`src/inc/serial_link_map.svh`:
```
// Purpose: Register offsets, field positions, reset values, mode, DMA and response codes.
// Assumes: AXI4-Lite byte addresses, one aligned 32-bit word per register.
// Notes: Definitions only.
`ifndef SERIAL_LINK_MAP_SVH
`define SERIAL_LINK_MAP_SVH

`define OFF_PHY_WORD0 16'h7300
`define OFF_PHY_WORD1 16'h7304
`define OFF_SHELL_WORD3 16'h730C
`define OFF_PORT_FUNC 16'h7310
`define OFF_VERSION 16'h7320

`define RST_PHY_WORD0 32'h0000_0000
`define RST_PHY_WORD1 32'hA080_0000
`define RST_SHELL_WORD3 32'h00A0_000B
`define RST_PORT_FUNC 32'h0000_0000
`define VERSION_VALUE 32'h0000_0100

`define W0_PD_ALL 31
`define W0_PD_SER 29
`define W0_PD_UP 28
`define W0_PRE_N_HI 26
`define W0_PRE_N_LO 24
`define W0_SAMPLE_HI 11
`define W0_SAMPLE_LO 8
`define W1_DATA_MODE 31
`define W1_CORE_CLK 29
`define W1_PUMP_HI 23
`define W1_PUMP_LO 20
`define W1_DRIVE_HI 19
`define W1_DRIVE_LO 14
`define W1_PREEMPH_HI 13
`define W1_PREEMPH_LO 8
`define W3_UP_WIDE 23
`define W3_UP_QUAL 22
`define W3_DOWN_WIDE 21
`define W3_GEN_HI 20
`define W3_GEN_LO 19
`define W3_EXT_PHY 18
`define W3_CYCLE_HI 7
`define W3_CYCLE_LO 0

`define GEN_COUNTER 2'h2
`define GEN_TRIGGER 2'h1

`define DMA_SRC_BASE 5'h10
`define DMA_EXT_CODE 4'hA
`define DMA_REQ_BASE 8'hA0

`define RESP_OKAY 2'h0
`define RESP_SLVERR 2'h2

`endif

```
`src/inc/serial_link_pkg.sv`:
```
// Purpose: Types shared by the link configuration block.
// Assumes: Field constants come from serial_link_map.svh.
// Notes: Carriers are packed structs.
`default_nettype none
`include "serial_link_map.svh"
package serial_link_pkg;

    typedef struct packed {
        logic pdAll;
        logic pdSer;
        logic pdUp;
        logic driverOn;
        logic [2:0] preEmphN;
        logic [3:0] samplePoint;
        logic [3:0] chargePump;
        logic [5:0] driveCurrent;
        logic [5:0] preEmphCurrent;
        logic dataMode;
        logic coreClkEn;
        logic extPhy;
    } phy_ctrl_t;

    typedef struct packed {
        logic [1:0] data;
        logic strobe;
    } up_word_t;

    // Request number that the DMA controller sees for transaction buffer k.
    function automatic logic [7:0] dma_request_number(input logic [3:0] k);
        dma_request_number = `DMA_REQ_BASE + {4'h0, k};
    endfunction : dma_request_number

endpackage : serial_link_pkg
`default_nettype wire

```
`src/core/serial_link_phy_config.sv`:
```
// Purpose: Link PHY and shell configuration registers, sideband pins, DMA requests.
// Assumes: 10 MHz clk, synchronous active-low nrst, AXI4-Lite register access.
// Notes: Uplink pins are asynchronous and pass two flip-flops before use.
// Functional notes
// - Word0 bit 31 powers down upstream, downstream and PLL; resets to 0.
// - Word0 bit 29 powers down serializer and output driver; resets to 0.
// - Word0 bit 28 powers down only the upstream receive path; resets to 0.
// - Word1 bits 19..14 give six-bit drive current, reset zero.
// - Word0 bits 26..24 give N; current reduced after N equal bits.
// - Word1 bits 13..8 set pre-emphasis current; zero turns driver off.
// - Word0 bits 11..8 select the upstream sampling point.
// - Word1 bits 23..20 set charge pump current, reset 1000.
// - Each of sixteen buffers raises its own DMA request, numbers 160..175.
// - Word1 bit 31 selects data mode when 1 (reset), pixel when 0.
// - Word1 bit 29 enables the PHY core clock; resets to 1.
// - Word3 bit 23 picks two-bit or one-bit uplink width, bit 21 the downlink width while no downlink clock runs.
// - Word3 bit 18 routes the shell to an external PHY via pins.
// - Word3 bit 22 qualifies uplink data by data bit 1 or valid.
// - Word3 bits 20..19 pick counter, trigger or no downlink clock.
// - After reset the downlink runs over the pixel channel.
// - A pin is general purpose unless both its function bits and Word3 bit 18 are set.
// - A read-only word reports the controller version.
// - Active buffers request DMA; read data goes to matching index or drops.
`default_nettype none
`include "serial_link_map.svh"
module serial_link_phy_config
    import serial_link_pkg::*;
#(
    parameter int NUM_BUF = 16,
    parameter logic [31:0] VERSION = `VERSION_VALUE // Arbitrary value.
) (
    // Clock and reset
    input wire logic clk,
    input wire logic nrst,
    // AXI4-Lite slave
    input wire logic [15:0] awaddr,
    input wire logic awvalid,
    output logic awready,
    input wire logic [31:0] wdata,
    input wire logic [3:0] wstrb,
    input wire logic wvalid,
    output logic wready,
    output logic [1:0] bresp,
    output logic bvalid,
    input wire logic bready,
    input wire logic [15:0] araddr,
    input wire logic arvalid,
    output logic arready,
    output logic [31:0] rdata,
    output logic [1:0] rresp,
    output logic rvalid,
    input wire logic rready,
    // PHY controls
    output phy_ctrl_t phyCtrl,
    // Sideband toward the shell
    input wire logic upValidIn,
    input wire logic [1:0] downDataIn,
    input wire logic downTrigger,
    output up_word_t upWord,
    // Sideband port pins
    input wire logic [7:0] pinIn,
    input wire logic [7:0] gpioOut,
    input wire logic [7:0] gpioOe,
    output logic [7:0] pinOut,
    output logic [7:0] pinOe,
    // Transaction buffers
    input wire logic [NUM_BUF-1:0] bufActive,
    input wire logic [NUM_BUF*8-1:0] bufIndex,
    input wire logic rxValid,
    input wire logic [7:0] rxIndex,
    output logic [NUM_BUF-1:0] dmaReq,
    output logic [NUM_BUF-1:0] rxStore,
    output logic rxDiscard
);

    // Register file and bus slave.
    logic [31:0] word0, word1, word3, portFunc;
    logic [31:0] next_word0, next_word1, next_word3, next_portFunc;
    logic [15:0] wAddr, next_wAddr;
    logic [31:0] wData, next_wData;
    logic [3:0] wStrb, next_wStrb;
    logic haveAddr, haveData, next_haveAddr, next_haveData;
    logic next_bvalid, next_arready, next_awready, next_wready;
    logic [1:0] next_bresp, next_rresp;
    logic next_rvalid;
    logic [31:0] next_rdata, mask;
    logic wrFire;

    always_comb begin
        next_word0 = word0;
        next_word1 = word1;
        next_word3 = word3;
        next_portFunc = portFunc;
        next_wAddr = wAddr;
        next_wData = wData;
        next_wStrb = wStrb;
        next_haveAddr = haveAddr;
        next_haveData = haveData;
        next_bvalid = bvalid;
        next_bresp = bresp;
        next_rvalid = rvalid;
        next_rdata = rdata;
        next_rresp = rresp;
        mask = {{8{wStrb[3]}}, {8{wStrb[2]}}, {8{wStrb[1]}}, {8{wStrb[0]}}};
        wrFire = haveAddr && haveData && !bvalid;
        // Address and data are latched independently, in either order.
        if (awvalid && awready) begin
            next_wAddr = awaddr;
            next_haveAddr = 1'b1;
        end
        if (wvalid && wready) begin
            next_wData = wdata;
            next_wStrb = wstrb;
            next_haveData = 1'b1;
        end
        if (wrFire) begin
            next_haveAddr = 1'b0;
            next_haveData = 1'b0;
            next_bvalid = 1'b1;
            next_bresp = `RESP_OKAY;
            case (wAddr)
                `OFF_PHY_WORD0: next_word0 = (word0 & ~mask) | (wData & mask);
                `OFF_PHY_WORD1: next_word1 = (word1 & ~mask) | (wData & mask);
                `OFF_SHELL_WORD3: next_word3 = (word3 & ~mask) | (wData & mask);
                `OFF_PORT_FUNC: next_portFunc = (portFunc & ~mask) | (wData & mask);
                `OFF_VERSION: next_bresp = `RESP_OKAY;
                default: next_bresp = `RESP_SLVERR;
            endcase
        end else if (bvalid && bready) begin
            next_bvalid = 1'b0;
        end
        next_awready = !next_haveAddr;
        next_wready = !next_haveData;
        next_arready = !rvalid && !arready;
        if (arvalid && arready) begin
            next_rvalid = 1'b1;
            next_rresp = `RESP_OKAY;
            case (araddr)
                `OFF_PHY_WORD0: next_rdata = word0;
                `OFF_PHY_WORD1: next_rdata = word1;
                `OFF_SHELL_WORD3: next_rdata = word3;
                `OFF_PORT_FUNC: next_rdata = {16'h0000, portFunc[15:0]};
                `OFF_VERSION: next_rdata = VERSION;
                default: begin
                    next_rdata = 32'h0000_0000;
                    next_rresp = `RESP_SLVERR;
                end
            endcase
        end else if (rvalid && rready) begin
            next_rvalid = 1'b0;
        end
    end

    always_ff @(posedge clk) begin
        if (!nrst) begin
            word0 <= `RST_PHY_WORD0;
            word1 <= `RST_PHY_WORD1;
            word3 <= `RST_SHELL_WORD3;
            portFunc <= `RST_PORT_FUNC;
            wAddr <= 16'h0000;
            wData <= 32'h0000_0000;
            wStrb <= 4'h0;
            haveAddr <= 1'b0;
            haveData <= 1'b0;
            awready <= 1'b1;
            wready <= 1'b1;
            bvalid <= 1'b0;
            bresp <= `RESP_OKAY;
            arready <= 1'b0;
            rvalid <= 1'b0;
            rdata <= 32'h0000_0000;
            rresp <= `RESP_OKAY;
        end else begin
            word0 <= next_word0;
            word1 <= next_word1;
            word3 <= next_word3;
            portFunc <= next_portFunc;
            wAddr <= next_wAddr;
            wData <= next_wData;
            wStrb <= next_wStrb;
            haveAddr <= next_haveAddr;
            haveData <= next_haveData;
            awready <= next_awready;
            wready <= next_wready;
            bvalid <= next_bvalid;
            bresp <= next_bresp;
            arready <= next_arready;
            rvalid <= next_rvalid;
            rdata <= next_rdata;
            rresp <= next_rresp;
        end
    end

    // PHY control outputs, one register stage behind the configuration words.
    phy_ctrl_t next_phyCtrl;

    always_comb begin
        next_phyCtrl.pdAll = word0[`W0_PD_ALL];
        next_phyCtrl.pdSer = word0[`W0_PD_SER];
        next_phyCtrl.pdUp = word0[`W0_PD_UP];
        next_phyCtrl.preEmphN = word0[`W0_PRE_N_HI:`W0_PRE_N_LO];
        next_phyCtrl.samplePoint = word0[`W0_SAMPLE_HI:`W0_SAMPLE_LO];
        next_phyCtrl.chargePump = word1[`W1_PUMP_HI:`W1_PUMP_LO];
        next_phyCtrl.driveCurrent = word1[`W1_DRIVE_HI:`W1_DRIVE_LO];
        next_phyCtrl.preEmphCurrent = word1[`W1_PREEMPH_HI:`W1_PREEMPH_LO];
        // A zero pre-emphasis code also shuts the output driver off.
        next_phyCtrl.driverOn = (word1[`W1_PREEMPH_HI:`W1_PREEMPH_LO] != 6'h00) &&
            !word0[`W0_PD_SER] && !word0[`W0_PD_ALL];
        next_phyCtrl.dataMode = word1[`W1_DATA_MODE];
        next_phyCtrl.coreClkEn = word1[`W1_CORE_CLK];
        // With the routing bit clear the downlink stays on the pixel channel.
        next_phyCtrl.extPhy = word3[`W3_EXT_PHY];
    end

    always_ff @(posedge clk) begin
        if (!nrst) begin
            phyCtrl <= '0;
        end else begin
            phyCtrl <= next_phyCtrl;
        end
    end

    // Uplink: pins 0..2 carry clock and two data bits, synchronised here.
    logic [3:0] sync1, sync2, next_sync1, next_sync2;
    logic upClkPrev, next_upClkPrev;
    up_word_t next_upWord;
    logic [7:0] linkSel;

    assign linkSel = portFunc[7:0] & portFunc[15:8] & {8{word3[`W3_EXT_PHY]}};

    always_comb begin
        next_sync1 = {upValidIn, pinIn[2:0]};
        next_sync2 = sync1;
        next_upClkPrev = sync2[0];
        next_upWord.strobe = 1'b0;
        next_upWord.data = upWord.data;
        if (linkSel[0] && sync2[0] && !upClkPrev) begin
            // Qualify by data bit 1 or by the separate valid line.
            next_upWord.strobe = word3[`W3_UP_QUAL] ? sync2[2] : sync2[3];
            next_upWord.data = word3[`W3_UP_WIDE] ? sync2[2:1] : {1'b0, sync2[1]};
        end
    end

    always_ff @(posedge clk) begin
        if (!nrst) begin
            sync1 <= 4'h0;
            sync2 <= 4'h0;
            upClkPrev <= 1'b0;
            upWord <= '0;
        end else begin
            sync1 <= next_sync1;
            sync2 <= next_sync2;
            upClkPrev <= next_upClkPrev;
            upWord <= next_upWord;
        end
    end

    // Downlink sideband clock generation.
    logic [7:0] genCnt, next_genCnt, halfCycle;
    logic genClk, next_genClk;

    always_comb begin
        // Odd cycle times round both phases down; a zero setting still toggles.
        halfCycle = {1'b0, word3[`W3_CYCLE_HI:`W3_CYCLE_LO+1]};
        if (halfCycle == 8'h00) begin
            halfCycle = 8'h01;
        end
        next_genCnt = 8'h00;
        next_genClk = 1'b0;
        case (word3[`W3_GEN_HI:`W3_GEN_LO])
            `GEN_COUNTER: begin
                next_genClk = genClk;
                next_genCnt = genCnt + 8'h01;
                if (genCnt + 8'h01 >= halfCycle) begin
                    next_genCnt = 8'h00;
                    next_genClk = !genClk;
                end
            end
            `GEN_TRIGGER: next_genClk = downTrigger ? !genClk : genClk;
            default: next_genClk = 1'b0;
        endcase
    end

    always_ff @(posedge clk) begin
        if (!nrst) begin
            genCnt <= 8'h00;
            genClk <= 1'b0;
        end else begin
            genCnt <= next_genCnt;
            genClk <= next_genClk;
        end
    end

    // Pin multiplexing between port logic and link functions.
    logic [7:0] linkOut, linkOe, next_pinOut, next_pinOe;
    logic genOn;

    always_comb begin
        genOn = (word3[`W3_GEN_HI:`W3_GEN_LO] == `GEN_COUNTER) ||
            (word3[`W3_GEN_HI:`W3_GEN_LO] == `GEN_TRIGGER);
        linkOut = 8'h00;
        linkOe = 8'hE0;
        linkOut[5] = downDataIn[0];
        linkOut[6] = genOn ? genClk : (word3[`W3_DOWN_WIDE] & downDataIn[1]);
        linkOut[7] = genClk;
        for (int i = 0; i < 8; i++) begin
            next_pinOut[i] = linkSel[i] ? linkOut[i] : gpioOut[i];
            next_pinOe[i] = linkSel[i] ? linkOe[i] : gpioOe[i];
        end
    end

    always_ff @(posedge clk) begin
        if (!nrst) begin
            pinOut <= 8'h00;
            pinOe <= 8'h00;
        end else begin
            pinOut <= next_pinOut;
            pinOe <= next_pinOe;
        end
    end

    // Transaction buffers: DMA requests and read-data steering.
    logic [NUM_BUF-1:0] hit, next_rxStore;
    logic next_rxDiscard;

    genvar g;
    generate
        for (g = 0; g < NUM_BUF; g++) begin : g_buf
            assign hit[g] = bufActive[g] && (bufIndex[g*8 +: 8] == rxIndex);
        end
    endgenerate

    always_comb begin
        next_rxStore = '0;
        // The lowest matching buffer takes the data when indices collide.
        for (int i = NUM_BUF - 1; i >= 0; i--) begin
            if (rxValid && hit[i]) begin
                next_rxStore = '0;
                next_rxStore[i] = 1'b1;
            end
        end
        next_rxDiscard = rxValid && (hit == '0);
    end

    always_ff @(posedge clk) begin
        if (!nrst) begin
            dmaReq <= '0;
            rxStore <= '0;
            rxDiscard <= 1'b0;
        end else begin
            dmaReq <= bufActive;
            rxStore <= next_rxStore;
            rxDiscard <= next_rxDiscard;
        end
    end

    // Checks.
    chk_pd_all: assert property (@(posedge clk) disable iff (!nrst)
        $past(nrst) |-> phyCtrl.pdAll == $past(word0[`W0_PD_ALL]))
        else $error("Global power down does not follow word0 bit 31.");
    chk_pd_ser: assert property (@(posedge clk) disable iff (!nrst)
        phyCtrl.pdSer |-> !phyCtrl.driverOn)
        else $error("Driver on while serializer powered down.");
    chk_pd_up: assert property (@(posedge clk) disable iff (!nrst)
        $past(nrst) |-> phyCtrl.pdUp == $past(word0[`W0_PD_UP]))
        else $error("Upstream power down mismatch.");
    chk_driver_off: assert property (@(posedge clk) disable iff (!nrst)
        phyCtrl.preEmphCurrent == 6'h00 |-> !phyCtrl.driverOn)
        else $error("Driver on with zero pre-emphasis code.");
    chk_reset_defaults: assert property (@(posedge clk)
        !nrst |=> word1 == `RST_PHY_WORD1 && word3 == `RST_SHELL_WORD3 && word0 == 32'h0)
        else $error("Configuration words not at reset defaults.");
    chk_write_back: assert property (@(posedge clk) disable iff (!nrst)
        wrFire && wAddr == `OFF_PHY_WORD0 && wStrb == 4'hF |=> word0 == $past(wData))
        else $error("Word0 write not stored.");
    chk_version_read: assert property (@(posedge clk) disable iff (!nrst)
        arvalid && arready && araddr == `OFF_VERSION |=> rvalid && rdata == VERSION)
        else $error("Version read returned wrong data.");
    chk_dma_follow: assert property (@(posedge clk) disable iff (!nrst)
        $past(nrst) |-> dmaReq == $past(bufActive))
        else $error("DMA request does not follow active buffers.");
    chk_rx_discard: assert property (@(posedge clk) disable iff (!nrst)
        rxValid && hit == '0 |=> rxDiscard && rxStore == '0)
        else $error("Unmatched read data not discarded.");
    chk_gen_off: assert property (@(posedge clk) disable iff (!nrst)
        !genOn [*2] |-> !genClk)
        else $error("Downlink clock runs while generation disabled.");
    chk_gpio_pass: assert property (@(posedge clk) disable iff (!nrst)
        linkSel == 8'h00 |=> pinOut == $past(gpioOut) && pinOe == $past(gpioOe))
        else $error("Pins not in general-purpose mode.");

endmodule : serial_link_phy_config
`default_nettype wire

```
`config.mk`:
```
export PLATFORM = sky130hd
export DESIGN_NAME = serial_link_phy_config
export DESIGN_NICKNAME = d
export VERILOG_FILES = /design/src/inc/serial_link_pkg.sv /design/src/core/serial_link_phy_config.sv
export VERILOG_INCLUDE_DIRS = /design/src /design/src/inc
export SDC_FILE = /design/constraint.sdc
export NUM_CORES = 1
export LEC_CHECK = 0
export ABC_AREA = 0
export BUFFER_PORTS_ARGS = -buffer_cell sky130_fd_sc_hd__buf_4
export CAP_MARGIN = 20
export CORE_ASPECT_RATIO = 0.7
export CORE_UTILIZATION = 38
export CTS_BUF_LIST = sky130_fd_sc_hd__clkbuf_4 sky130_fd_sc_hd__clkbuf_8
export DETAILED_ROUTE_END_ITERATION = 6
export GPL_TIMING_DRIVEN = 0
export SLEW_MARGIN = 20
export SYNTH_ARGS = -nofsm -noshare
export SYNTH_HDL_FRONTEND = slang
export SYNTH_SLANG_ARGS = --single-unit
export TNS_END_PERCENT = 50
```
`constraint.sdc`:
```
create_clock -name clk -period 2.8 [get_ports clk]
set_input_delay 0.14 -clock clk [delete_from_list [all_inputs] [get_ports clk]]
set_output_delay 0.14 -clock clk [all_outputs]
set_load 0.005 [all_outputs]
```
==> reports/qor.json <==
{
  "status": {"value": "finished, final reports clean"},
  "route.antenna.remaining_nets": {"value": 0},
  "y_dimension_of_the_die": {"value": 159, "unit": "um"},
  "cp_endpoint_kind": {"value": "flip-flop"},
  "core_area": {"value": 34000, "unit": "um2"},
  "cts_hold_buf": {"value": 110},
  "cts_post_setup_buffers_inserted": {"value": 0},
  "drt-pass1-iter-count": {"value": 6},
  "antenna_found_initial": {"value": 0},
  "grt_max_degree": {"value": 14},
  "fp-row-count": {"value": 56},
  "synth-compound-area-share": {"value": 13.2, "unit": "%"},
  "worst_skew_late_latency": {"value": 600, "unit": "ps"},
  "post_layout_nonfiller_instances": {"value": 2500},
  "drc": {"value": 0},
  "finalWirelength": {"value": 49500, "unit": "um"},
  "ctsLongestPathBuffers": {"value": 3},
  "synth_enable_flop_cells": {"value": 0},
  "period_share": {"value": 95.2, "unit": "%"},
  "root_cell_of_the_clock_tree": {"value": "clkbuf_8"},
  "netlist_area": {"value": 13300, "unit": "um2"},
  "final_cell_area": {"value": 18800, "unit": "um2"},
  "syn_area_per_cell": {"value": 9.04, "unit": "um2"},
  "max-slew-margin-rel": {"value": 41.5, "unit": "%"},
  "largest_family_of_logic_cells_by_synthesized_area": {"value": "simple AND/OR/NAND/NOR gates"},
  "synthDominantCellAreaShare": {"value": 45.9, "unit": "%"},
  "slew_at_the_pin_with_the_worst_max_slew_slack": {"value": 878, "unit": "ps"},
  "synth_warnings": {"value": 0},
  "post_synth_mux_area_share": {"value": 2.64, "unit": "%"},
  "fin_worst_skew": {"value": 38.6, "unit": "ps"},
  "initial_standard_cell_utilization_of_the_core": {"value": 39.2, "unit": "%"},
  "regArea": {"value": 6110, "unit": "um2"},
  "antenna_cells": {"value": 0},
  "die_x": {"value": 226, "unit": "um"},
  "syn_inst": {"value": 1473},
  "grt_setup_unrepaired": {"value": "no"},
  "finalPower": {"value": 9.67, "unit": "mW"},
  "synth_seq_area_share": {"value": 45.9, "unit": "%"},
  "maximum_fanout_encountered_on_the_critical_timing_path": {"value": 10},
  "gr_ovfl_total": {"value": 0},
  "finalNetCount": {"value": 2264},
  "die_area": {"value": 35800, "unit": "um2"},
  "placement.cell_area": {"value": 16600, "unit": "um2"},
  "cts_sink_count": {"value": 305},
  "global_route_wire_length_before_repair": {"value": 73300, "unit": "um"},
  "critical_path.reg2reg.startpoint": {"value": "wAddr[0]"},
  "setup_viol": {"value": 0},
  "multi_input_logic_area": {"value": 6600, "unit": "um2"},
  "period_needed": {"value": 2670, "unit": "ps"},
  "ios": {"value": 379},
  "synth-xor-area-share": {"value": 8.82, "unit": "%"},
  "ir_drop": {"value": 0.329, "unit": "mV"},
  "setup_tns": {"value": 0, "unit": "ps"},
  "number_of_storage_elements_in_the_synthesis_netlist": {"value": 305},
  "synthAdderAreaFrac": {"value": 0.940, "unit": "%"},
  "largest_stage_delay_worst_path": {"value": 600, "unit": "ps"},
  "report.final.hold_viol_count": {"value": 0},
  "drt-initial-drc-count": {"value": 967},
  "worstSetupStartpointType": {"value": "input port"},
  "power_density": {"value": 516, "unit": "nW/um2"},
  "async_flop_share": {"value": 0, "unit": "%"},
  "grt_pass1_vias": {"value": 12400},
  "port_buffers": {"value": 363},
  "cts.reportedPaths.clkPinSlew": {"value": 60, "unit": "ps"},
  "routed-via-count": {"value": 12700},
  "cts_tree": {"value": "built"},
  "wl_per_cell": {"value": 19.8, "unit": "um"},
  "worst_hold_startpoint": {"value": "awvalid"},
  "post_synth_num_cell_types": {"value": 58},
  "critPathSlowestCell": {"value": "dlygate4sd3_1"},
  "dp.cells": {"value": 2302},
  "area_growth_from_synthesis_to_layout": {"value": 40.9, "unit": "%"},
  "yosys_most_used_dff": {"value": "dfxtp_1"},
  "cts_inserted_buffers": {"value": 48},
  "required": {"value": 3320, "unit": "ps"},
  "drive_above_1_share": {"value": 24.7, "unit": "%"},
  "vias_per_cell": {"value": 5.09},
  "replace_congestion": {"value": 0.919},
  "cp.arrival": {"value": 3190, "unit": "ps"},
  "timing.hold.worst.class": {"value": "input port to flip-flop"},
  "critPathKind": {"value": "input port to flip-flop"},
  "leakagePower": {"value": 7.86, "unit": "nW"},
  "area_share_of_and_or_nand_nor_cells_after_synthesis": {"value": 23.9, "unit": "%"},
  "synthDominantAreaCellType": {"value": "dfxtp_1"},
  "nFillCells": {"value": 3158},
  "groute.usage.overall": {"value": 27.3, "unit": "%"},
  "dp_hpwl": {"value": 37900, "unit": "um"},
  "ys_top_cells_by_count": {"value": "305 x dfxtp_1, 263 x nand2_1, 125 x nand3_1"},
  "htree_levels": {"value": 2},
  "setup.worst_path.start": {"value": "araddr[6]"},
  "yosys-top-cells-area": {"value": "dfxtp_1 46%, nand2_1 7.4%, a21boi_0 6.9%, xor2_1 6.2%, nand3_1 4.7%"},
  "fmaxAchievable": {"value": 375, "unit": "MHz"},
  "cap_violations": {"value": 0},
  "report.final.slew_viol_count": {"value": 0},
  "worst_path_cell_trace": {"value": "dlygate4sd3_1 > buf_4 > nor4_4 > dlygate4sd3_1 > nand3_1 > nor3_1 > nor3b_2 > buf_4 > a222oi_1 > o21ai_0"},
  "quantity_of_gates_resized_following_cts": {"value": 0},
  "yosysMostFrequentCell": {"value": "dfxtp_1"}
}
## final cells by class
cell class / count / area share (%)
buffer: 98 / 2.88
clock inverter: 9 / 0.307
timing repair buffer: 473 / 20.4
inverter: 18 / 0.367
sequential: 305 / 32.6
tap: 464 / 3.10
clock buffer: 79 / 5.20
multi-input combinational: 1054 / 35.2
## per-layer routing
metal  vias to the layer above  GRT usage [%]  share of wire, %
li1                       6083              -                 -
met1                      6014           35.9                44
met2                       534           44.3                45
met3                        97           6.02               8.2
met4                         0           9.07               2.8
met5                         -              0                 0
## logic make-up (layout without fill, tap and decap cells)
kind of cell    count (synthesis)  count (layout)
buf+inv                       116             677
xor+xnor                      134             134
simple gates                  634             634
compound gates                238             238
flops                         305             305
fa+ha+maj                      10              10
mux                            35              35
other cells                     1               3
## critical path: cells and delay by family
kind / cells / cell delay, ps
AO/OA/AOI/OAI: 2 / 330
AND/OR/NAND/NOR: 4 / 1090
buffers and inverters: 4 / 1600
## through the flow
step,utilization (%),hold WS [ps],worst slack (ps)
after global routing,55.2,46.2,24.8
after global placement,48.9,354,314
after floorplan,-,262,649
after detailed placement,48.9,354,279
after CTS,55.2,7.33,210
final,55.2,52.8,133
## final timing paths
path                                   to  slack [ps]  cells after the start
worst max register to register  flip-flop         240                      6
worst min register to register   sync2[3]         430                      1
worst max-delay path            rdata[23]         130                     10
worst min-delay path             wAddr[3]          50                      4
## placed cells by master (no fill, tap or decap), drive strengths merged, types with 19 or more instances in the layout
master,instances
buf,404
dfxtp,305
nand2,263
a21boi,147
clkbuf,136
nand3,126
dlygate4sd3,110
xor2,94
and2,74
xnor2,40
o21ai,36
mux2i,34
nor2,32
and3,26
nor2b,22
nand4,20
nor3,20
inv,19
## power breakdown
part	switching, mW	total, mW	internal (mW)	leakage, nW
registers	0.0763	4.51	4.43	2.48
logic	0.515	1.11	0.598	4.83
clock network	1.84	4.05	2.21	0.556
Power figures use the tool's default switching activity.
